[src/idio_defines.vh]
/*
 Constants for the isolated digital I/O port core: widths,
 filter timing and reset values. Included by the core only.
*/
`ifndef IDIO_DEFINES_VH
`define IDIO_DEFINES_VH

`define IDIO_CH 16
`define IDIO_OUT_RESET 16'h0000
`define IDIO_FILT_NS 1000
`define IDIO_CLK_NS 5
`define IDIO_FILT_CYC ((`IDIO_FILT_NS + `IDIO_CLK_NS - 1) / `IDIO_CLK_NS)
`define IDIO_FILT_W 8
`define IDIO_EDGE_FALL 1'b0
`define IDIO_EDGE_RISE 1'b1

`endif

[src/idio_port.v]
/*
 Isolated digital I/O port core: 16 filtered inputs with edge
 interrupts, 16 outputs. Assumes a host-side bus adapter drives
 the plain control ports on the same clock; pins are asynchronous.
*/
// Behaviour
// - Sixteen inputs are each readable as one data bit and each can raise an interrupt.
// - Sixteen outputs are each driven from one bit the host writes.
// - All sixteen input interrupt requests merge into one interrupt line.
// - Each input interrupts on the pin edge the host selects, high-to-low or low-to-high.
// - Data is negative logic: data 0 is a high pin and data 1 a low pin, both ways.
// - A digital filter removes short noise and chatter before data and edge detection.
// - After reset every output is off until the host writes a new value.
// - An input reads 1 while its switch is closed and 0 while it is open.
`include "idio_defines.vh"
`timescale 1ns/1ps
`default_nettype none

module idio_port (
	input wire clk,
	input wire rst,
	input wire [15:0] inPinLevel,
	output wire [15:0] outPinLevel,
	input wire outWrite,
	input wire [15:0] outWriteData,
	output wire [15:0] outData,
	output wire [15:0] inData,
	input wire [15:0] edgeSelect,
	input wire [15:0] irqEnable,
	input wire pendClear,
	input wire [15:0] pendClearMask,
	output wire [15:0] irqPending,
	output wire intA
);

	localparam integer FILT_CYC = `IDIO_FILT_CYC;
	localparam [`IDIO_FILT_W-1:0] FILT_MAX = FILT_CYC[`IDIO_FILT_W-1:0];

	wire [15:0] filtLevel;
	reg [15:0] filtLevelPrev_r;
	reg [15:0] outData_r;
	reg [15:0] outPinLevel_r;
	reg [15:0] pend_r;
	reg [15:0] pend_nxt;
	reg [15:0] edgeHit;
	reg intA_r;
	integer i;

	// One synchroniser and filter per pin
	// Costs 2 + window cycles of latency on every input
	genvar g;
	generate
		for (g = 0; g < `IDIO_CH; g = g + 1)
		begin : gen_in
			idio_in_filter #(
				.CNT_W(`IDIO_FILT_W),
				.CNT_MAX(FILT_MAX)
			) u_filt (
				.clk(clk),
				.rst(rst),
				.pinRaw(inPinLevel[g]),
				.levelOut(filtLevel[g])
			);
		end
	endgenerate

	// Previous level for edge detection
	always @(posedge clk)
	begin
		if (rst)
			filtLevelPrev_r <= 16'hFFFF;
		else
			filtLevelPrev_r <= filtLevel;
	end

	// One data bit per input channel
	// Low pin (switch closed) reads as 1
	assign inData = ~filtLevel;

	always @*
	begin
		for (i = 0; i < 16; i = i + 1)
		begin
			if (edgeSelect[i] == `IDIO_EDGE_RISE)
			begin
				edgeHit[i] = filtLevel[i] & ~filtLevelPrev_r[i];
			end
			else
			begin
				edgeHit[i] = ~filtLevel[i] & filtLevelPrev_r[i];
			end
		end
	end

	always @*
	begin
		pend_nxt = pend_r;
		if (pendClear)
			pend_nxt = pend_nxt & ~pendClearMask;
		pend_nxt = pend_nxt | (edgeHit & irqEnable);
	end

	always @(posedge clk)
	begin
		if (rst)
		begin
			pend_r <= 16'h0000;
			intA_r <= 1'b0;
		end
		else
		begin
			pend_r <= pend_nxt;
			intA_r <= |pend_nxt;
		end
	end

	assign irqPending = pend_r;
	assign intA = intA_r;

	always @(posedge clk)
	begin
		if (rst)
			outData_r <= `IDIO_OUT_RESET;
		else if (outWrite)
			outData_r <= outWriteData;
	end

	// Data 1 pulls the pin low
	// Own flop so the pin never sees a gate glitch
	always @(posedge clk)
	begin
		if (rst)
			outPinLevel_r <= ~`IDIO_OUT_RESET;
		else if (outWrite)
			outPinLevel_r <= ~outWriteData;
	end

	assign outData = outData_r;
	assign outPinLevel = outPinLevel_r;

endmodule

// Per-pin synchroniser and stable-time filter
module idio_in_filter #(
	parameter CNT_W = 8,
	parameter [CNT_W-1:0] CNT_MAX = {CNT_W{1'b1}}
) (
	input wire clk,
	input wire rst,
	input wire pinRaw,
	output wire levelOut
);

	reg sync1_r;
	reg sync2_r;
	reg level_r;
	reg level_nxt;
	reg [CNT_W-1:0] cnt_r;
	reg [CNT_W-1:0] cnt_nxt;

	// Pin is asynchronous; only sync2_r reads sync1_r
	always @(posedge clk)
	begin
		if (rst)
		begin
			sync1_r <= 1'b1;
			sync2_r <= 1'b1;
		end
		else
		begin
			sync1_r <= pinRaw;
			sync2_r <= sync1_r;
		end
	end

	// Level accepted only after holding the full window
	always @*
	begin
		cnt_nxt = cnt_r;
		level_nxt = level_r;
		if (sync2_r == level_r)
			cnt_nxt = {CNT_W{1'b0}};
		else if (cnt_r == CNT_MAX - 1'b1)
		begin
			cnt_nxt = {CNT_W{1'b0}};
			level_nxt = sync2_r;
		end
		else
			cnt_nxt = cnt_r + 1'b1;
	end

	// Idle pin is high, so reset high avoids a false edge
	always @(posedge clk)
	begin
		if (rst)
		begin
			cnt_r <= {CNT_W{1'b0}};
			level_r <= 1'b1;
		end
		else
		begin
			cnt_r <= cnt_nxt;
			level_r <= level_nxt;
		end
	end

	assign levelOut = level_r;

endmodule

`default_nettype wire

[config.mk]
export PLATFORM = sky130hd
export DESIGN_NAME = idio_port
export DESIGN_NICKNAME = d
export VERILOG_FILES = /design/src/idio_port.v
export VERILOG_INCLUDE_DIRS = /design/src /design/src/src
export SDC_FILE = /design/constraint.sdc
export NUM_CORES = 1
export LEC_CHECK = 0
export BUFFER_PORTS_ARGS = -buffer_cell sky130_fd_sc_hd__buf_2
export CAP_MARGIN = 30
export CORE_AREA = 2 2 120 180
export CTS_BUF_LIST = sky130_fd_sc_hd__clkbuf_16
export CTS_CLUSTER_DIAMETER = 50
export CTS_CLUSTER_SIZE = 12
export DETAILED_ROUTE_END_ITERATION = 12
export DIE_AREA = 0 0 122 182
export HOLD_SLACK_MARGIN = 0.1
export PLACE_DENSITY = 0.64
export SYNTH_ARGS = -nofsm -noshare
export SYNTH_HDL_FRONTEND = slang
export SYNTH_SLANG_ARGS = --single-unit
[constraint.sdc]
create_clock -name clk -period 3.9 [get_ports clk]
set_input_delay 0.78 -clock clk [delete_from_list [all_inputs] [get_ports clk]]
set_output_delay 0.78 -clock clk [all_outputs]
set_load 0.05 [all_outputs]
==> run metrics, run 1 <==
Final ANT Viol Nets=0; via count=about 6800; top cells by area, synth=dfxtp_1, xor2_1, nor2_1, xnor2_1, nand3_1; placed cells=~1400; area of the multi-input gates=4040 um2; met2 wire len=between 9000 and 10000 um; Post-Synthesis Cells=between 900 and 1000; clock share of power=a little over two fifths; CP peak stage delay=between 0.4 and 0.5 ns; Reg power frac=a little over half; CP max stage cell=dfxtp_1; DRT met1 WL=7700 um; die area=between 20000 and 25000 um2; Tightest Pin Transition=approximately 0.77 ns; worst path arrival time=1.33 ns; delay-heaviest family, CP=flip-flops; post-layout util=between 50% and 60%; Post-DP HPWL=between 10000 and 15000 um; Top Metal Used=met4; first-pass GRT wire length=slightly above 30000 um; largest family of logic cells by synthesized area=simple AND/OR/NAND/NOR gates; most frequent cells in the layout=dfxtp_1, nor2_1, buf_2; WP data required=between 3 and 4 ns; Clock Sinks=241; CTS resizes=0; latest clock arrival within the worst-skew pair=approximately 0.5 ns; Rel. slew slack=between 40% and 50%; Switching Fraction=a little over a fifth; die height=between 150 and 200 um; final non-filler cell total=between 1000 and 1500; initial core utilization=between 40% and 50%; Syn Nets=around 1100; total track usage=between 10% and 20%; Seq. cell area=approximately 4800 um2; CTS tree=built; Yosys reg bits=approximately 240; post-synth cell types=34; WL final=approximately 19000 um; share of layout cells above drive strength 1=between 20% and 30%; initial drt markers=210; total gr overflow=0; Pins Over Slew Limit=0; setup_tns=0 ns; Clock Skew=between 0.01 and 0.015 ns; Tcrit/Tclk final=between 50% and 60%; CP Max Fanout=5; Detailed Routing Iterations Pass 1=4; number of CTS-inserted buffers=24; number of global-route vias before repair=~6800; RSZ-0062 raised after global routing=no; Avg WL per Cell=13.5 um; Avg Cell Area, Syn=9.48 um2; Psw=approximately 1000 uW; number of port buffers=between 100 and 150; Buf/Inv on CP=2; post-synthesis mux area share=less than 1%; Worst-path clk slew=around 0.06 ns; most common cell after layout, fill and taps aside=dfxtp_1; number of synthesized flops with an enable pin=0; Synth-to-Final Area Change=16.9%; Yosys top cell area share=a little over half; Clock Path Buffers=3; hold slack final=a little over 0.4 ns; status=completed; proportion of power drawn by combinational gates=4.7%; Via-to-Cell Ratio=4.96; critical path, cell by cell=inv_1, buf_2; Final setup viols=0; ys async rst share=0%; Primary FF master, synth=dfxtp_1; num ports=between 100 and 150; # hold bufs at CTS=0; CP Launch Type=register; Hold Crit Class=register to register; yosys warns=0; register area share after synthesis=roughly 53%; htree depth=1; largest net degree at the start of global routing=54; internal power=approximately 3700 uW; maximum vdd drop=approximately 0.32 mV; xor/xnor cell area share of the yosys netlist=10.7%; initial antenna violation count=0; final routed DRC violation total=0; minimum clock period=approximately 2.1 ns; GPL Wtd Cong=0.755; cell taking the most area after synthesis=dfxtp_1; root buffer cell=clkbuf_16; cell row count=65; floorplan core area=20700 um2; Synth Area in Simple Gates=a little over a quarter; antenna fix cells=0; Cell Area, Synth=about 9200 um2; Post-CTS Setup Bufs=0; Max Clock Freq=roughly 470 MHz; Synth Area in Compound Gates=between 4 and 5%; Adder-Cell Fraction of Synth Area=~2.2%; final hold vios=0; Max-Cap Viols=0; Die Width=~120 um; metal3 WL=1180 um; CP Capture Type=primary output; CP Class=register to primary output; P_leak=around 0.0044 uW; pwr dens=roughly 440 nW/um2; Nets=between 1000 and 1500; fill count=approximately 2000
cell usage after synthesis, types with 3 or more instances:
| cell type | number |
|---|---|
| buf_4 | 6 |
| xnor2_1 | 40 |
| buf_2 | 11 |
| o21ai_0 | 16 |
| or2_2 | 43 |
| nand2b_1 | 31 |
| and4b_1 | 16 |
| nor4_1 | 12 |
| ha_1 | 16 |
| o211ai_1 | 14 |
| a21oi_1 | 17 |
| buf_1 | 3 |
| a211oi_1 | 16 |
| nor4bb_1 | 14 |
| nand4_1 | 18 |
| dfxtp_1 | 241 |
| or2_1 | 3 |
| or2_0 | 4 |
| nor2_1 | 147 |
| inv_1 | 30 |
| nand3_1 | 63 |
| or3_1 | 5 |
| nand2_1 | 72 |
| and3_1 | 30 |
| clkbuf_1 | 12 |
| xor2_1 | 72 |
routing by layer:
| layer | GRT usage (%) | vias to the layer above |
|---|---|---|
| li1 | - | 3505 |
| met1 | 18.9 | 3164 |
| met5 | 0 | - |
| met4 | 4.32 | 0 |
| met3 | 4.05 | 22 |
| met2 | 31.4 | 138 |
kinds of logic (layout without fill, tap and decap cells):
group,count (synthesis),after routing
and+or+nand+nor,468,468
xor gates and xnor gates,112,112
buffers and inverters,65,207
muxes,2,2
AOI/OAI and AO/OA,63,63
adders and majority gates,16,16
DFF,241,241
power by group through the flow:
stage          clock, uW  combinational (uW)  sequential, uW
6_report            2010                 226            2520
2_1_floorplan          0                86.6            2630
5_1_grt             2160                 248            2520
4_1_cts             2080                 230            2520
3_3_place_gp           0                 227            2570
3_5_place_dp           0                 229            2570
per-stage QoR:
step	setup slack [ns]	instance area, um2	total power [uW]
finish	1.79	10700	4750
global placement	1.34	10100	2800
global route	1.75	10700	4930
floorplan	2.17	9160	2720
detailed placement	1.37	10100	2800
CTS	1.77	10700	4830
worst reg2reg max path, delay by kind of cell, from the launching register on:
family,cells,cell delay [ns]
AO/OA/AOI/OAI,2,0.59
flip-flops,1,0.41
AND/OR/NAND/NOR,3,0.64
final timing paths:
path | from | to | slack, ns | cells after the start
max | gen_in[7].u_filt.levelOut | inData[7] | 1.79 | 2
min | gen_in[3].u_filt.sync1_r | gen_in[3].u_filt.sync2_r | 0.41 | 1
max reg2reg | gen_in[10].u_filt.levelOut | intA | 2.12 | 5
min reg2reg | gen_in[3].u_filt.sync1_r | gen_in[3].u_filt.sync2_r | 0.41 | 1
final cells by class:
cell class	instances	share of cell area, %
inverter	31	1.09
tap	268	3.13
sequential	241	45.0
timing repair buffer	149	7.01
clock inverter	2	0.140
clock buffer	25	5.84
multi-input combinational	661	37.7
state kept, by name (all words and copies together) (netlist names):
signal / flops
gen_in.u_filt.sync1_r: 16
intA: 1
filtLevelPrev_r: 16
gen_in.u_filt.cnt_r: 128
gen_in.u_filt.levelOut: 16
gen_in.u_filt.sync2_r: 16
irqPending: 16
outPinLevel: 16
outData: 16
Note: power is estimated with default switching activity, not from simulation.
==> run 2, diff against run 1 <==
Settings changed: ABC_AREA set to 1, CORE_AREA 2 2 120 180 to 2 2 121 181, DIE_AREA 0 0 122 182 to 0 0 123 183.
Clock period 3.9 ns to 2.05 ns, I/O delays scaled along.
==> run 2 against run 1 <==
  * Global-route usage is 0.23 points lower
  * Largest cell class unchanged
  * Highest routed layer unchanged
  * Combinational power grew to 2.9 times the previous value
  * Sequential share of layout area is 1.9 points lower
==> run metrics, run 2 <==
die height=183 um (+0.55%); CP peak stage delay=0.32 ns (-0.14 ns); Detailed Routing Iterations Pass 1=4 (unchanged); Pins Over Slew Limit=0 (unchanged); final routed DRC violation total=0 (unchanged); delay-heaviest family, CP=buffers and inverters; Synth-to-Final Area Change=20.7%; RSZ-0062 raised after global routing=no; latest clock arrival within the worst-skew pair=0.50 ns (about the same); Tcrit/Tclk final=a little over four fifths; most frequent cell after synthesis=dfxtp_1; Cell Area, Synth=9260 um2 (+1.0%); status=completed; share of layout cells above drive strength 1=16.7% (-3.4 points); total track usage=16.6% (-0.23 points); flip-flop count of the largest register after layout=128 (unchanged); post-synth cell types=30 (-12%); most frequent cells in the layout=dfxtp_1, nand2_1, nor2_1; Final ANT Viol Nets=0 (unchanged); Via-to-Cell Ratio=4.82 (-2.8%); CTS tree=built; Yosys top cell area share=52.1% (-0.53 points); antenna fix cells=0 (unchanged); htree depth=1 (unchanged); WL final=18800 um (+0.78%); most common cell after layout, fill and taps aside=dfxtp_1; Hold Crit Class=primary input to register; Post-Synthesis Cells=1146 (+19%); pwr dens=853 nW/um2 (+92%); CP max stage cell=dfxtp_1; worst path arrival time=1.33 ns (about the same); via count=7685 (+13%); Avg Cell Area, Syn=8.08 um2 (-15%); first-pass GRT wire length=31200 um (+0.49%); initial antenna violation count=0 (unchanged); Buf/Inv on CP=2 (unchanged); Syn Nets=1246 (+17%); CP Capture Type=primary output; number of CTS-inserted buffers=24 (unchanged); top cells by area, synth=dfxtp_1, nand2_1, nor2_1, inv_1, a21oi_1; post-layout util=53.3% (+1.6 points); number of port buffers=148 (unchanged); register area share after synthesis=52.1% (-0.53 points); GPL Wtd Cong=0.789 (+4.5%); Avg WL per Cell=11.8 um (-13%); floorplan core area=21000 um2 (+1.2%); Clock Path Buffers=3 (unchanged); initial drt markers=215 (+2.4%); Max Clock Freq=about 570 MHz; Rel. slew slack=55.6% (+7.5 points); minimum clock period=about 1.7 ns; Clock Skew=0.00566 ns (-0.00484 ns); ys async rst share=0% (unchanged); root buffer cell=clkbuf_16; Yosys reg bits=241 (unchanged); largest net degree at the start of global routing=54 (unchanged); yosys warns=0 (unchanged); Nets=1422 (+18%); num ports=149 (unchanged); Primary FF master, synth=dfxtp_1; Post-DP HPWL=13600 um (+1.8%); setup_tns=0 ns (unchanged); number of synthesized flops with an enable pin=0 (unchanged); CP Launch Type=register; CP Max Fanout=5 (unchanged); P_leak=0.00493 uW (+11%); Overall Power=9540 uW (+100%); top post-synthesis cells by count=dfxtp_1, nand2_1, nor2_1; Worst-path clk slew=0.06 ns (about the same); Final setup viols=0 (unchanged); Tightest Pin Transition=0.663 ns (-0.111 ns); Max-Cap Viols=0 (unchanged); maximum vdd drop=0.679 mV (+110%); final hold vios=0 (unchanged); WP data required=1.64 ns (-1.48 ns); critical path, cell by cell=inv_1, buf_2; die area=22500 um2 (+1.4%); number of global-route vias before repair=7218 (+6.6%); Die Width=123 um (+0.82%); cell row count=65 (unchanged); cell taking the most area after synthesis=dfxtp_1; Clock Sinks=241 (unchanged); CP Class=register to primary output; initial core utilization=44.1% (-0.067 points); most flop-heavy register=gen_in.u_filt.cnt_r; total gr overflow=0 (unchanged)
-- run 2: kinds of logic after synthesis --
family | after synthesis | synth area share, %
adders and majority gates | 16 | 2.16
AOI/OAI and AO/OA | 173 | 10.8
DFF | 241 | 52.1
xor gates and xnor gates | 19 | 1.80
and+or+nand+nor | 543 | 26.7
buffers and inverters | 154 | 6.46
-- run 2: final timing paths --
path                                                start                   endpoint  slack [ns]  cells after the start
worst max-delay path            gen_in[4].u_filt.levelOut                  inData[4]        0.31                      2
worst max register to register  gen_in[7].u_filt.cnt_r[0]  gen_in[7].u_filt.cnt_r[5]        0.50                      8
worst min register to register  gen_in[15].u_filt.sync1_r  gen_in[15].u_filt.sync2_r        0.41                      1
worst min-delay path                        inPinLevel[7]   gen_in[7].u_filt.sync1_r        0.13                      2
-- run 2: layout make-up --
cell class                      instances  area (um2)
Multi-Input combinational cell        751        3830
Timing Repair Buffer                  170         981
Clock buffer                           25         626
Tap cell                              268         335
Fill cell                            2039        9810
Inverter                              134         503
Clock inverter                          5        71.3
Sequential cell                       241        4820
-- run 2: timing repair --
action / CTS / global route
endpoints found under the hold margin: 13 / 2
buffers inserted: 0 / 0
resized for setup: 0 / 0
hold buffers: 13 / 2
-- run 2: metal layers --
layer	vias to the layer above	track usage (%)	routed length [um]
met1	3438	19.3	8100
met2	154	30.4	9220
li1	4067	-	-
met3	26	3.45	1100
met5	-	0	0
met4	0	4.77	319
-- run 2: stage by stage --
| stage | setup WS (ns) | cell area (um2) | instances | hold slack (ns) |
|---|---|---|---|---|
| 3_5_place_dp | 0.431 | 10300 | 1549 | 0.395 |
| 5_1_grt | 0.247 | 11200 | 1594 | 0.100 |
| 3_3_place_gp | 0.440 | 10300 | 1549 | 0.391 |
| 6_report | 0.311 | 11200 | 1594 | 0.125 |
| 2_1_floorplan | 0.632 | 9260 | 1146 | 0.389 |
| 4_1_cts | 0.310 | 11200 | 1592 | 0.103 |
-- run 2: report_power, final --
group | internal (uW) | total [uW] | switching [uW]
logic | 226 | 660 | 434
clock network | 2400 | 4050 | 1650
registers | 4780 | 4830 | 47.4
total | 7410 | 9540 | 2130
==> run 3, diff against run 2 <==
Settings changed: ABC_AREA 1 to 0, CORE_AREA 2 2 121 181 to 2 2 120 180, DIE_AREA 0 0 123 183 to 0 0 122 182, PLACE_DENSITY 0.64 to 0.67.
Clock period 2.05 ns to 1.55 ns, I/O delays scaled along.
==> run 3 against run 2 <==
  * Non-clock buffer count is 63 higher
  * Register-to-register slack lost 0.35 ns
  * Critical path depth stayed put
  * Clock power up 36%
  * Critical endpoint is now inData[9]
  * Largest power group unchanged
==> run metrics, run 3 (synthesized netlist as in run 1, its figures left out) <==
status=completed; latest clock arrival within the worst-skew pair=0.51 ns (about the same); Buf/Inv on CP=2 (unchanged); placed cells=1401 (-9.6%); CP max stage cell=dfxtp_1; Clock Sinks=241 (unchanged); htree depth=1 (unchanged); Reg power frac=50.6% (about the same); Final setup viols=0 (unchanged); number of global-route vias before repair=7280 (+0.86%); first-pass GRT wire length=33200 um (+6.3%); delay-heaviest family, CP=flip-flops; root buffer cell=clkbuf_16; Max Clock Freq=665 MHz; number of CTS-inserted buffers=25 (+4.2%); internal power=9790 uW (+32%); total track usage=18.1% (+1.4 points); share of layout cells above drive strength 1=25.6% (+8.9 points); most frequent cells in the layout=dfxtp_1, nor2_1, buf_2; flip-flop count of the largest register after layout=128 (unchanged); Avg WL per Cell=13.4 um (+14%); CTS tree=built; P_leak=0.00491 uW (-0.39%); Switching Fraction=21.9% (-0.44 points); Psw=2740 uW (+29%); Clock Skew=0.00691 ns (+0.00124 ns); post-layout util=56.4% (+3.1 points); minimum clock period=~1.5 ns; worst path arrival time=1.19 ns (-0.14 ns); pwr dens=1070 nW/um2 (+26%); WL final=19800 um (+5.4%); via count=7204 (-6.3%); critical path, cell by cell=inv_1, clkbuf_4; Max-Cap Viols=0 (unchanged); Hold Crit Class=primary input to register; largest net degree at the start of global routing=43 (-20%); Pins Over Slew Limit=0 (unchanged); Via-to-Cell Ratio=4.90 (+1.6%); Nets=1293 (-9.1%); most common cell after layout, fill and taps aside=dfxtp_1; CP peak stage delay=0.39 ns (+0.07 ns); Final ANT Viol Nets=0 (unchanged); WP data required=1.24 ns (-0.40 ns); CP Capture Type=primary output; Die Width=122 um (-0.81%); clock share of power=43.9% (+1.5 points); initial antenna violation count=3 (+3); initial drt markers=182 (-15%); die height=182 um (-0.55%); Worst-path clk slew=0.06 ns (about the same); Post-CTS Setup Bufs=0 (unchanged); Detailed Routing Iterations Pass 1=4 (unchanged); Synth-to-Final Area Change=27.7%; die area=22200 um2 (-1.4%); GPL Wtd Cong=0.797 (+1.0%); Clock Path Buffers=3 (unchanged); fill count=1853 (-9.1%); Rel. slew slack=70.5% (+15 points); CP Launch Type=register; final hold vios=0 (unchanged); num ports=149 (unchanged); maximum vdd drop=0.998 mV (+47%); Tcrit/Tclk final=a little over nine tenths; most flop-heavy register=gen_in.u_filt.cnt_r; total gr overflow=0 (unchanged); floorplan core area=20700 um2 (-1.2%); initial core utilization=44.2% (+0.067 points); proportion of power drawn by combinational gates=5.5% (-1.4 points); CP Max Fanout=5 (unchanged); number of port buffers=148 (unchanged); final non-filler cell total=1471 (-7.7%); RSZ-0062 raised after global routing=no; Post-DP HPWL=14100 um (+3.8%); cell row count=65 (unchanged); CP Class=register to primary output; final routed DRC violation total=0 (unchanged); Tightest Pin Transition=0.440 ns (-0.223 ns)
## run 3: cell types whose count changed in the layout (fill, tap and decap cells not counted), sizes merged, moves of 21 or more
cell,change
o21ai,-33
buf,+43
and3,+21
nor3,-33
inv,-101
a21oi,-56
nand2b,+31
nand2,-118
nor3b,-37
xor2,+58
xnor2,+35
## run 3: area by class of cell
| cell class | count | area (um2) | area share [%] |
|---|---|---|---|
| Tap cell | 268 | 335 | 2.87 |
| Timing Repair Buffer | 233 | 1560 | 13.3 |
| Clock buffer | 25 | 626 | 5.35 |
| Inverter | 31 | 119 | 1.02 |
| Clock inverter | 10 | 100 | 0.856 |
| Multi-Input combinational cell | 661 | 4110 | 35.2 |
| Antenna cell | 2 | 5.00 | 0.0428 |
| Sequential cell | 241 | 4840 | 41.4 |
## run 3: final timing paths
check | start | endpoint | slack, ns | cells past startpoint
setup / recovery | gen_in[9].u_filt.levelOut | inData[9] | 0.05 | 2
hold / removal | pendClearMask[13] | irqPending[13] | 0.16 | 4
setup reg to reg | gen_in[11].u_filt.cnt_r[0] | gen_in[11].u_filt.cnt_r[5] | 0.15 | 5
hold reg to reg | gen_in[1].u_filt.sync1_r | gen_in[1].u_filt.sync2_r | 0.40 | 1
## run 3: timing repair
item,in CTS,in global routing
pin swaps,0,0
resized for setup,23,31
hold buffers,33,0
setup endpoints to repair,20,101
hold endpoints to repair,49,0
## run 3: tightest hold or removal path: cells and delay by family
kind,cells,cell delay (ns)
and+or+nand+nor,2,0.13
buffers and inverters,1,0.09
AOI/OAI and AO/OA,1,0.09
## run 3: power by group through the flow
stage                     combinational (uW)  sequential, uW  clock [uW]
after global routing                     747            6350        5910
final                                    685            6340        5510
after CTS                                684            6340        5670
after detailed placement                 618            6480           0
after global placement                   612            6470           0
after floorplan                          218            6630           0
## run 3: layer usage
metal  share of wire (%)  track usage, %  wire, um  vias to the layer above
li1                    -               -         -                     3680
met1                  41            20.5      8110                     3340
met2                  51            33.4     10100                      151
met3                 5.7            3.71      1130                       31
met4                 2.2            5.56       440                        2
met5               0.035               0         7                        -
## run 3: through the flow
stage / power [uW] / TNS, ns / setup WS [ns] / area [um2] / hold WS [ns]
4_1_cts: 12700 / 0 / 0.000283 / 11600 / 0.140
5_1_grt: 13000 / 0 / 0.00162 / 11700 / 0.160
6_report: 12500 / 0 / 0.0469 / 11700 / 0.156
3_5_place_dp: 7090 / -0.974 / -0.122 / 10500 / 0.394
3_3_place_gp: 7080 / -1.02 / -0.121 / 10500 / 0.392
2_1_floorplan: 6840 / 0 / 0.138 / 9160 / 0.389
